$ cat config.mk
export PLATFORM = sky130hd
export DESIGN_NAME = pbwl_top
export DESIGN_NICKNAME = d
export VERILOG_FILES = /design/src/include/pbwl_pkg.sv /design/src/rtl/pbwl_field_reg.sv /design/src/rtl/pbwl_top.sv /design/src/rtl/pbwl_window_timer.sv
export VERILOG_INCLUDE_DIRS = /design/src /design/src/include
export SDC_FILE = /design/constraint.sdc
export NUM_CORES = 1
export LEC_CHECK = 0
export ABC_AREA = 1
export BUFFER_PORTS_ARGS = -buffer_cell sky130_fd_sc_hd__buf_2
export CAP_MARGIN = 20
export CORE_MARGIN = 8
export CORE_UTILIZATION = 54
export CTS_CLUSTER_DIAMETER = 50
export DETAILED_ROUTE_END_ITERATION = 10
export PLACE_DENSITY = 0.8
export RECOVER_POWER = 25
export SLEW_MARGIN = 15
export SYNTH_ARGS = -nofsm -noshare
export SYNTH_HDL_FRONTEND = slang
export SYNTH_SLANG_ARGS = --single-unit
$ cat constraint.sdc
create_clock -name clock_i -period 1.9 [get_ports clock_i]
set_input_delay 0.19 -clock clock_i [delete_from_list [all_inputs] [get_ports clock_i]]
set_output_delay 0.19 -clock clock_i [all_outputs]
set_load 0.1 [all_outputs]
$ cat src/include/pbwl_cfg.svh
// Register map, field positions, reset values and timing counts of the
// password-gated write lock. Included by every module; the package does not include it.
`ifndef PBWL_CFG_SVH
`define PBWL_CFG_SVH

// ----------------------------------------------------------------
// Register byte offsets
// ----------------------------------------------------------------
`define PBWL_ADDR_W 6
`define PBWL_OFF_KEY 6'h00
`define PBWL_OFF_CLKCR 6'h04
`define PBWL_OFF_GSET 6'h08
`define PBWL_OFF_GCLR 6'h0c
`define PBWL_OFF_GSTAT 6'h10
`define PBWL_OFF_ADCA 6'h14
`define PBWL_OFF_ADCB 6'h18
`define PBWL_OFF_IRQST 6'h1c
`define PBWL_OFF_IRQCLR 6'h20
`define PBWL_OFF_IRQEN 6'h24

// ----------------------------------------------------------------
// Key control fields
// ----------------------------------------------------------------
`define PBWL_MODE_LSB 0
`define PBWL_MODE_MSB 1
`define PBWL_LOCK_BIT 2
`define PBWL_KEY_LSB 3
`define PBWL_KEY_MSB 7
`define PBWL_MODE_RST 2'h3

// ----------------------------------------------------------------
// Clock control: divider and select fields are the guarded part
// ----------------------------------------------------------------
`define PBWL_CLKCR_GUARD 32'h000fffff
`define PBWL_CLKCR_RST 32'h00000000
`define PBWL_GATE_RST 32'h00000000
`define PBWL_ADC_RST 32'h00000000

// ----------------------------------------------------------------
// Event bits
// ----------------------------------------------------------------
`define PBWL_IRQ_W 3
`define PBWL_EV_DROP 0
`define PBWL_EV_FAULT 1
`define PBWL_EV_EXPIRE 2

// ----------------------------------------------------------------
// Timing
// ----------------------------------------------------------------
`define PBWL_WIN_CYC 32

`endif

$ cat src/include/pbwl_pkg.sv
// Types shared by the write lock modules.
// Assumes pbwl_cfg.svh is on the include path.
package pbwl_pkg;

  // Key codes recognised in the key field
  typedef enum logic [4:0] {
    KEY_MODE_LOAD = 5'h18,
    KEY_OPEN = 5'h13,
    KEY_CLOSE = 5'h15
  } pbwl_key_t;

  // Bus handshake states
  typedef enum logic {
    BUS_IDLE = 1'b0,
    BUS_ACK = 1'b1
  } pbwl_bus_st_t;

endpackage

$ cat src/rtl/pbwl_field_reg.sv
// Masked-write register used for the plain and guarded registers.
// Assumes the caller folds lock state into the write enable or the write mask.
`timescale 1ns/10ps
`include "pbwl_cfg.svh"

module pbwl_field_reg #(
  parameter int unsigned W = 32,
  parameter logic [W-1:0] RST = '0
) (
  // Clock and reset
  input wire logic clock_i,
  input wire logic rst_b_i,
  // Write port
  input wire logic we_i,
  input wire logic [W-1:0] mask_i,
  input wire logic [W-1:0] wdata_i,
  // Stored value
  output logic [W-1:0] q_o
);

  generate
    if (W < 1) begin : g_chk
      $error("pbwl_field_reg: width must be at least 1");
    end
  endgenerate

  logic [W-1:0] q_d;

  assign q_d = (q_o & ~mask_i) | (wdata_i & mask_i);

  always_ff @(posedge clock_i or negedge rst_b_i) begin
    if (!rst_b_i) begin
      q_o <= RST;
    end else if (we_i) begin
      q_o <= q_d;
    end
  end

endmodule // pbwl_field_reg

$ cat src/rtl/pbwl_top.sv
// Password-gated write lock with its guarded clock and ADC guard registers.
// Assumes an Avalon-MM master on the main clock and a synchronous world.
//
// What this block does
// - Scheme enabled: key 10011 opens writes to all guarded fields.
// - Scheme enabled: key 10101 closes writes to guarded fields at once.
// - Scheme field loads the written value only with key 11000.
// - Open or close key writes leave the scheme field untouched.
// - Direct writes to the scheme field are refused.
// - An open window shuts by itself after 32 clock cycles.
// - Open key during a window restarts a full 32-cycle count.
// - Scheme field 00 disables the lock; guarded writes always land.
// - Scheme field resets to 11, lock enabled.
// - Scheme values 01 and 10 behave as 11.
// - Status bit 2 reads 0 when writable, 1 when locked.
// - Only the three defined keys act; other key values do nothing.
// - Guarded: clock divider/select, gate set/clear, both ADC guards.
// - Locked writes to clock and gate registers drop with no error.
// - Locked writes to either ADC guard raise a hard fault.
`timescale 1ns/10ps
`include "pbwl_cfg.svh"

module pbwl_top #(
  parameter int unsigned WIN_CYCLES = `PBWL_WIN_CYC,
  parameter int unsigned DW = 32
) (
  // Clock and reset
  input wire logic clock_i,
  input wire logic rst_b_i,
  // Avalon-MM slave
  input wire logic [`PBWL_ADDR_W-1:0] avs_address_i,
  input wire logic avs_read_i,
  input wire logic avs_write_i,
  input wire logic [DW-1:0] avs_writedata_i,
  input wire logic [DW/8-1:0] avs_byteenable_i,
  output logic [DW-1:0] avs_readdata_o,
  output logic avs_waitrequest_o,
  // Guarded system controls
  output logic [DW-1:0] clk_ctrl_o,
  output logic [DW-1:0] clk_gate_o,
  output logic [DW-1:0] adc_guard_a_o,
  output logic [DW-1:0] adc_guard_b_o,
  // Lock status and events
  output logic lock_state_o,
  output logic hard_fault_o,
  output logic irq_o
);

  // ----------------------------------------------------------------
  // Elaboration checks
  // ----------------------------------------------------------------
  generate
    if (DW != 32) begin : g_dw_chk
      $error("pbwl_top: register map is laid out for 32-bit data");
    end
    if (WIN_CYCLES < 1) begin : g_win_chk
      $error("pbwl_top: window must last at least one cycle");
    end
  endgenerate

  // ----------------------------------------------------------------
  // Helpers
  // ----------------------------------------------------------------
  // Widens byte enables into a bit mask
  function automatic logic [DW-1:0] be_mask(
    input logic [DW/8-1:0] be
  );
    logic [DW-1:0] m;
    m = '0;
    for (int i = 0; i < DW / 8; i++) begin
      m[i*8 +: 8] = {8{be[i]}};
    end
    return m;
  endfunction

  // Address match against one register offset
  function automatic logic hit(
    input logic [`PBWL_ADDR_W-1:0] a,
    input logic [`PBWL_ADDR_W-1:0] off
  );
    return a == off;
  endfunction

  // ----------------------------------------------------------------
  // Bus handshake
  // ----------------------------------------------------------------
  // Every access answers in fixed time: request seen, then one
  // cycle with waitrequest low, at whose end the write lands.
  pbwl_pkg::pbwl_bus_st_t bus_st_q;
  pbwl_pkg::pbwl_bus_st_t bus_st_d;
  logic req;
  logic wr_go;
  logic [DW-1:0] wmask;

  assign req = avs_read_i | avs_write_i;
  assign bus_st_d = (bus_st_q == pbwl_pkg::BUS_IDLE && req) ?
                    pbwl_pkg::BUS_ACK : pbwl_pkg::BUS_IDLE;
  assign wr_go = (bus_st_q == pbwl_pkg::BUS_ACK) && avs_write_i;
  assign wmask = be_mask(avs_byteenable_i);

  always_ff @(posedge clock_i or negedge rst_b_i) begin
    if (!rst_b_i) begin
      bus_st_q <= pbwl_pkg::BUS_IDLE;
      avs_waitrequest_o <= 1'b1;
    end else begin
      bus_st_q <= bus_st_d;
      avs_waitrequest_o <= (bus_st_d != pbwl_pkg::BUS_ACK);
    end
  end

  // ----------------------------------------------------------------
  // Address decode
  // ----------------------------------------------------------------
  logic sel_key;
  logic sel_clkcr;
  logic sel_gset;
  logic sel_gclr;
  logic sel_gstat;
  logic sel_adca;
  logic sel_adcb;
  logic sel_irqst;
  logic sel_irqclr;
  logic sel_irqen;

  assign sel_key = hit(avs_address_i, `PBWL_OFF_KEY);
  assign sel_clkcr = hit(avs_address_i, `PBWL_OFF_CLKCR);
  assign sel_gset = hit(avs_address_i, `PBWL_OFF_GSET);
  assign sel_gclr = hit(avs_address_i, `PBWL_OFF_GCLR);
  assign sel_gstat = hit(avs_address_i, `PBWL_OFF_GSTAT);
  assign sel_adca = hit(avs_address_i, `PBWL_OFF_ADCA);
  assign sel_adcb = hit(avs_address_i, `PBWL_OFF_ADCB);
  assign sel_irqst = hit(avs_address_i, `PBWL_OFF_IRQST);
  assign sel_irqclr = hit(avs_address_i, `PBWL_OFF_IRQCLR);
  assign sel_irqen = hit(avs_address_i, `PBWL_OFF_IRQEN);

  // ----------------------------------------------------------------
  // Key field and scheme control
  // ----------------------------------------------------------------
  logic [1:0] mode_q;
  logic [4:0] key_in;
  logic key_wr;
  logic key_open;
  logic key_close;
  logic key_load;
  logic scheme_on;
  logic win_open;
  logic win_expire;
  logic locked;

  // The key lives in the low byte; without that lane nothing acts
  assign key_wr = wr_go && sel_key && avs_byteenable_i[0];
  assign key_in = avs_writedata_i[`PBWL_KEY_MSB:`PBWL_KEY_LSB];
  assign scheme_on = (mode_q != 2'h0);
  assign key_open = key_wr && scheme_on &&
                    key_in == pbwl_pkg::KEY_OPEN;
  assign key_close = key_wr && scheme_on &&
                     key_in == pbwl_pkg::KEY_CLOSE;
  assign key_load = key_wr &&
                    key_in == pbwl_pkg::KEY_MODE_LOAD;

  // Only the load key reaches the scheme field; open, close and
  // every other key value leave it alone
  always_ff @(posedge clock_i or negedge rst_b_i) begin
    if (!rst_b_i) begin
      mode_q <= `PBWL_MODE_RST;
    end else if (key_load) begin
      mode_q <= avs_writedata_i[`PBWL_MODE_MSB:`PBWL_MODE_LSB];
    end
  end

  pbwl_window_timer #(
    .CYCLES(WIN_CYCLES)
  ) u_window (
    .clock_i(clock_i),
    .rst_b_i(rst_b_i),
    .open_key_i(key_open),
    .close_key_i(key_close),
    .open_o(win_open),
    .expire_o(win_expire)
  );

  // Writable whenever the scheme is off or a window is open
  assign locked = scheme_on && !win_open;

  // ----------------------------------------------------------------
  // Guarded clock control
  // ----------------------------------------------------------------
  logic clk_we;
  logic [DW-1:0] clk_mask;

  // Unguarded bits always land; guarded ones only while unlocked
  assign clk_we = wr_go && sel_clkcr;
  assign clk_mask = wmask & (locked ?
                    ~`PBWL_CLKCR_GUARD : '1);

  pbwl_field_reg #(
    .W(DW),
    .RST(`PBWL_CLKCR_RST)
  ) u_clkcr (
    .clock_i(clock_i),
    .rst_b_i(rst_b_i),
    .we_i(clk_we),
    .mask_i(clk_mask),
    .wdata_i(avs_writedata_i),
    .q_o(clk_ctrl_o)
  );

  // ----------------------------------------------------------------
  // Guarded clock gates
  // ----------------------------------------------------------------
  logic gate_set_ok;
  logic gate_clr_ok;
  logic [DW-1:0] gate_set;
  logic [DW-1:0] gate_clr;
  localparam logic [DW-1:0] GATE_RST = `PBWL_GATE_RST;

  assign gate_set_ok = wr_go && sel_gset && !locked;
  assign gate_clr_ok = wr_go && sel_gclr && !locked;
  assign gate_set = {DW{gate_set_ok}} & wmask & avs_writedata_i;
  assign gate_clr = {DW{gate_clr_ok}} & wmask & avs_writedata_i;

  genvar gi;
  generate
    for (gi = 0; gi < DW; gi++) begin : g_gate
      always_ff @(posedge clock_i or negedge rst_b_i) begin
        if (!rst_b_i) begin
          clk_gate_o[gi] <= GATE_RST[gi];
        end else if (gate_set[gi]) begin
          clk_gate_o[gi] <= 1'b1;
        end else if (gate_clr[gi]) begin
          clk_gate_o[gi] <= 1'b0;
        end
      end
    end
  endgenerate

  // ----------------------------------------------------------------
  // Guarded ADC access registers
  // ----------------------------------------------------------------
  logic adca_we;
  logic adcb_we;
  logic adc_fault;

  assign adca_we = wr_go && sel_adca && !locked;
  assign adcb_we = wr_go && sel_adcb && !locked;
  // A locked write is not just dropped here: it faults
  assign adc_fault = wr_go && (sel_adca || sel_adcb) && locked;

  pbwl_field_reg #(
    .W(DW),
    .RST(`PBWL_ADC_RST)
  ) u_adca (
    .clock_i(clock_i),
    .rst_b_i(rst_b_i),
    .we_i(adca_we),
    .mask_i(wmask),
    .wdata_i(avs_writedata_i),
    .q_o(adc_guard_a_o)
  );

  pbwl_field_reg #(
    .W(DW),
    .RST(`PBWL_ADC_RST)
  ) u_adcb (
    .clock_i(clock_i),
    .rst_b_i(rst_b_i),
    .we_i(adcb_we),
    .mask_i(wmask),
    .wdata_i(avs_writedata_i),
    .q_o(adc_guard_b_o)
  );

  // ----------------------------------------------------------------
  // Events and interrupt
  // ----------------------------------------------------------------
  logic [`PBWL_IRQ_W-1:0] irq_st_q;
  logic [`PBWL_IRQ_W-1:0] irq_st_d;
  logic [`PBWL_IRQ_W-1:0] irq_en;
  logic [`PBWL_IRQ_W-1:0] irq_set;
  logic [`PBWL_IRQ_W-1:0] irq_clr;
  logic drop_ev;

  // A dropped guarded write is invisible on the bus; the sticky
  // bit gives software a second way to notice it
  assign drop_ev = wr_go && locked &&
                   (sel_gset || sel_gclr ||
                    (sel_clkcr &&
                     |(wmask & `PBWL_CLKCR_GUARD)));
  assign irq_set[`PBWL_EV_DROP] = drop_ev;
  assign irq_set[`PBWL_EV_FAULT] = adc_fault;
  assign irq_set[`PBWL_EV_EXPIRE] = win_expire;
  assign irq_clr = (wr_go && sel_irqclr) ?
                   avs_writedata_i[`PBWL_IRQ_W-1:0] : '0;
  // Set wins over a clear landing in the same cycle
  assign irq_st_d = (irq_st_q & ~irq_clr) | irq_set;

  pbwl_field_reg #(
    .W(`PBWL_IRQ_W),
    .RST('0)
  ) u_irqen (
    .clock_i(clock_i),
    .rst_b_i(rst_b_i),
    .we_i(wr_go && sel_irqen),
    .mask_i(wmask[`PBWL_IRQ_W-1:0]),
    .wdata_i(avs_writedata_i[`PBWL_IRQ_W-1:0]),
    .q_o(irq_en)
  );

  always_ff @(posedge clock_i or negedge rst_b_i) begin
    if (!rst_b_i) begin
      irq_st_q <= '0;
      irq_o <= 1'b0;
      hard_fault_o <= 1'b0;
      lock_state_o <= 1'b1;
    end else begin
      irq_st_q <= irq_st_d;
      irq_o <= |(irq_st_d & irq_en);
      hard_fault_o <= adc_fault;
      lock_state_o <= locked;
    end
  end

  // ----------------------------------------------------------------
  // Read data
  // ----------------------------------------------------------------
  logic [DW-1:0] key_rd;
  logic [DW-1:0] rd_mux;

  // Key field is write-only and upper bits reserved: both read 0
  assign key_rd = {{(DW-3){1'b0}}, locked, mode_q};

  // Unmapped offsets read zero and ignore writes
  assign rd_mux =
    sel_key ? key_rd :
    sel_clkcr ? clk_ctrl_o :
    sel_gstat ? clk_gate_o :
    sel_adca ? adc_guard_a_o :
    sel_adcb ? adc_guard_b_o :
    sel_irqst ? {{(DW-`PBWL_IRQ_W){1'b0}}, irq_st_q} :
    sel_irqen ? {{(DW-`PBWL_IRQ_W){1'b0}}, irq_en} :
    '0;

  always_ff @(posedge clock_i or negedge rst_b_i) begin
    if (!rst_b_i) begin
      avs_readdata_o <= '0;
    end else if (bus_st_d == pbwl_pkg::BUS_ACK) begin
      avs_readdata_o <= rd_mux;
    end
  end

endmodule // pbwl_top

$ cat src/rtl/pbwl_window_timer.sv
// Open-window timer: open key (re)loads the full count, close key ends it.
// Assumes open and close keys are one-cycle pulses, never both at once.
`timescale 1ns/10ps
`include "pbwl_cfg.svh"

module pbwl_window_timer #(
  parameter int unsigned CYCLES = `PBWL_WIN_CYC
) (
  // Clock and reset
  input wire logic clock_i,
  input wire logic rst_b_i,
  // Key events
  input wire logic open_key_i,
  input wire logic close_key_i,
  // Window state
  output logic open_o,
  output logic expire_o
);

  localparam int unsigned CW = $clog2(CYCLES + 1);

  generate
    if (CYCLES < 1) begin : g_chk
      $error("pbwl_window_timer: window must last at least one cycle");
    end
  endgenerate

  logic [CW-1:0] cnt_q;
  logic [CW-1:0] cnt_d;
  logic run_out;

  // Close beats a reload so a late close cannot be undone
  assign cnt_d = close_key_i ? '0 :
                 open_key_i ? CYCLES[CW-1:0] :
                 (cnt_q != '0) ? cnt_q - 1'b1 : '0;
  assign run_out = (cnt_q == {{(CW-1){1'b0}}, 1'b1}) &&
                   !open_key_i && !close_key_i;

  always_ff @(posedge clock_i or negedge rst_b_i) begin
    if (!rst_b_i) begin
      cnt_q <= '0;
      open_o <= 1'b0;
      expire_o <= 1'b0;
    end else begin
      cnt_q <= cnt_d;
      open_o <= (cnt_d != '0);
      expire_o <= run_out;
    end
  end

endmodule // pbwl_window_timer

==> impl_results.md <==
* Main combinational cell family by area after synthesis: simple AND/OR/NAND/NOR gates
* Maximum resistive drop on vdd at just under 0.0007 V
* Count of mapped cells out of synthesis at 1047
* Worst-case clock buffer depth at 2
* Slew of the pin with the lowest slew margin at ~1.2 ns
* Fin area at 10940 sq um
* Class of the tightest hold or removal check: primary input to register
* Tot GR Track Use at 0.2630
* Seq cells post-synth at 181
* Most frequent cell after synthesis: sky130_fd_sc_hd__nand2_1
* Yosys warns at 0
* Worst EP arrival at between 2 and 2.5 ns
* Critical Path RT at 2.21 ns
* Final weighted congestion in routability-driven placement at 0.9059
* Async set or reset register ratio after synthesis at 1.000
* Detailed placer's ending HPWL at 18790 um
* Area fraction in compound gates after synthesis at 0.1495
* Initial Utilization at 0.5510
* Shortest clock period the worst path allows after layout at 1.794 ns
* Fraction of synthesized cell area taken by the top area cell type at 0.5060
* Maximum net fanout on the critical path at 8
* Number of nets in the synthesized netlist at 1096
* Width of the die at between 100 and 150 um
* Max-slew violation count at 0
* Final Hold Vio Count at 0
* Area grow syn2layout at 25.00%
* Multiplexer share of the synthesized area at 0
* Post-synthesis area per instance at 8.360 sq um
* Crit share post-route at 0.9444
* Proportion of layout cells with a drive suffix above 1 at 0.2914
* Number of nets still failing antenna checks after routing at 0
* Post-CTS Setup Bufs at 0
* Clk pin slew, worst setup/hold paths at 0.06 ns
* Simple-gate share of the synthesized area at 0.2676
* Aggregate global routing overflow at 0
* CTS sink count at 181
* Synthesized cell area at 8753 sq um
* Setup repair after global routing missed its margin: true
* Number of vias in the routed layout at 8191
* Clk_skew at around 0.0058 ns
* WL per Instance at 17.49 um
* Maximum capacitance violations at 0
* Synth Area in Adders at 0.004288
* Drt drc at 0
* Clock network latency to the later pin of the worst-skew pair at 0.43 ns
* Category of the most critical setup path: register to register
* Total leakage power at 6.393 nW
* First-pass GRT wire length at 42180 um
* Top-Level Pins at 210
* Primary flip-flop cell chosen by synthesis mapping: sky130_fd_sc_hd__dfrtp_1
* DIE AREA at 20540 sq um
* Wire length after detailed routing at 26610 um
* Number of global-route vias before repair at between 8000 and 9000
* Largest net degree at the start of global routing at 52
* Final setup vio count at 0
* Number of cell rows at 46
* Core region area at 15890 sq um
* Number of clock buffers inserted by TritonCTS at 17
* Highest attainable clock frequency at 557.3 MHz
* Post-synthesis cell type with the largest combined area: sky130_fd_sc_hd__dfrtp_1
* Worst Setup Start Kind: register
* Outcome: finished, final reports clean
* # H-tree levels at 4
* Share of synthesized area occupied by flip-flops and latches at 0.5180
* Post-layout power at between 10 and 15 mW
* Quantity of I/O buffers inserted on ports at approximately 210
* Post-placement cell area at 10100 sq um
* Xor-xnor portion of the synthesized cell area at 0.001001
* CTS-repair resized insts at 0
* Post-synth EDFFs at 0
* Main area contributors after synthesis: sky130_fd_sc_hd__dfrtp_1 51%, sky130_fd_sc_hd__nand2_1 16%, sky130_fd_sc_hd__o21ai_2 7.0%
* First-pass iteration count of the detailed router at 5
* Clock root buffer: sky130_fd_sc_hd__clkbuf_16
* Final layout net count at 1340
* Power per cell area at 957.9 nW/um^2
* CTS tree: yes
* Worst-case headroom to the max-slew limit at 0.2244
* Number of DRC markers after the initial detailed-route iteration at 573
* Antenna violations before repair at 2
* Avg Vias per Cell at 5.382
* Setup crit end kind: register
* Post-synth cell types at 33
* Die extent in y at 143.3 um
* Ranking of synthesized cells by instance count: 364 x sky130_fd_sc_hd__nand2_1, 177 x sky130_fd_sc_hd__dfrtp_1, 83 x sky130_fd_sc_hd__nor2_1
==> metal layers <==
layer / GRT usage / wire, um
met5: 0 / 0
met4: 0.09851 / 506
met2: 0.4449 / 12990
met3: 0.05043 / 2462
met1: 0.3286 / 10650
==> cell usage in the layout, fill, tap and decap left out, types with 7 or more instances in the layout <==
cell | netlist | layout
sky130_fd_sc_hd__o21ai_0 | 62 | 62
sky130_fd_sc_hd__dfrtp_1 | 177 | 177
sky130_fd_sc_hd__clkbuf_16 | 0 | 17
sky130_fd_sc_hd__dlygate4sd3_1 | 0 | 26
sky130_fd_sc_hd__o21ai_1 | 35 | 35
sky130_fd_sc_hd__a21oi_1 | 39 | 39
sky130_fd_sc_hd__buf_4 | 1 | 21
sky130_fd_sc_hd__nand4_1 | 10 | 10
sky130_fd_sc_hd__o21ai_2 | 70 | 70
sky130_fd_sc_hd__nand2_2 | 9 | 9
sky130_fd_sc_hd__nand3_1 | 49 | 49
sky130_fd_sc_hd__buf_2 | 16 | 208
sky130_fd_sc_hd__inv_1 | 66 | 66
sky130_fd_sc_hd__nand2_1 | 364 | 364
sky130_fd_sc_hd__nor2_1 | 83 | 82
sky130_fd_sc_hd__nor2_2 | 6 | 7
==> kinds of logic (layout without fill, tap and decap cells) <==
kind of cell | after synthesis | in the layout
buffers and inverters | 110 | 367
adders and majority gates | 3 | 3
and+or+nand+nor | 544 | 544
DFF | 181 | 181
other | 0 | 2
xor gates and xnor gates | 1 | 1
AOI/OAI and AO/OA | 208 | 208
==> layout make-up <==
cell class | instances | area [sq um]
antenna | 2 | 5.005
clock buffer | 23 | 478.0
clock inverter | 9 | 126.4
fill | 1321 | 4943
inverter | 73 | 276.5
multi-input combinational | 756 | 3700
sequential | 181 | 4534
tap | 216 | 270.3
timing repair buffer | 262 | 1551
==> power breakdown <==
| group | internal, mW | switching [mW] |
|---|---|---|
| sequential | 4.10 | 0.193 |
| clock | 2.17 | 1.45 |
| combinational | 0.516 | 2.05 |
| total | 6.79 | 3.69 |
==> metrics by stage <==
step           TNS, ns  hold WS [ns]  setup WS, ns  std cells    util
2_1_floorplan        0       -0.1056        0.3983       1047       -
3_3_place_gp         0        0.1511        0.1985       1462  0.6357
3_5_place_dp         0        0.1556        0.1078       1462  0.6357
4_1_cts              0     0.0006964       0.09424       1520  0.6901
5_1_grt        -0.2644       0.01903      -0.03903       1522  0.6888
6_report             0       0.01591        0.1056       1522  0.6888
==> repair_timing <==
action,in CTS,in global routing
hold endpoints to repair,64,0
setup endpoints to repair,0,16
hold buffers,26,0
==> critical path: stages (launching register included) <==
cell and delay [ns]:
sky130_fd_sc_hd__dfstp_2 0.38, sky130_fd_sc_hd__nor2_2 0.17, sky130_fd_sc_hd__nor2_2 0.06, sky130_fd_sc_hd__nor2_2 0.11
sky130_fd_sc_hd__inv_2 0.12, sky130_fd_sc_hd__nor3_4 0.24, sky130_fd_sc_hd__nand2_1 0.28, sky130_fd_sc_hd__o21ai_0 0.24
sky130_fd_sc_hd__nand2_1 0.07
==> final timing paths <==
check                                         start                 end  slack, ns  depth (start not counted)
worst max-delay path                      mode_q[1]       clk_gate_o[0]       0.11                          8
worst min-delay path            avs_writedata_i[24]      clk_gate_o[24]       0.02                          3
worst max register to register            mode_q[1]       clk_gate_o[0]       0.11                          8
worst min register to register   avs_readdata_o[30]  avs_readdata_o[30]       0.48                          2
max in group asynchronous                   rst_b_i           mode_q[1]       0.39                          3
min in group asynchronous                   rst_b_i      clk_gate_o[29]       0.52                          2
Power figures use the tool's default switching activity.
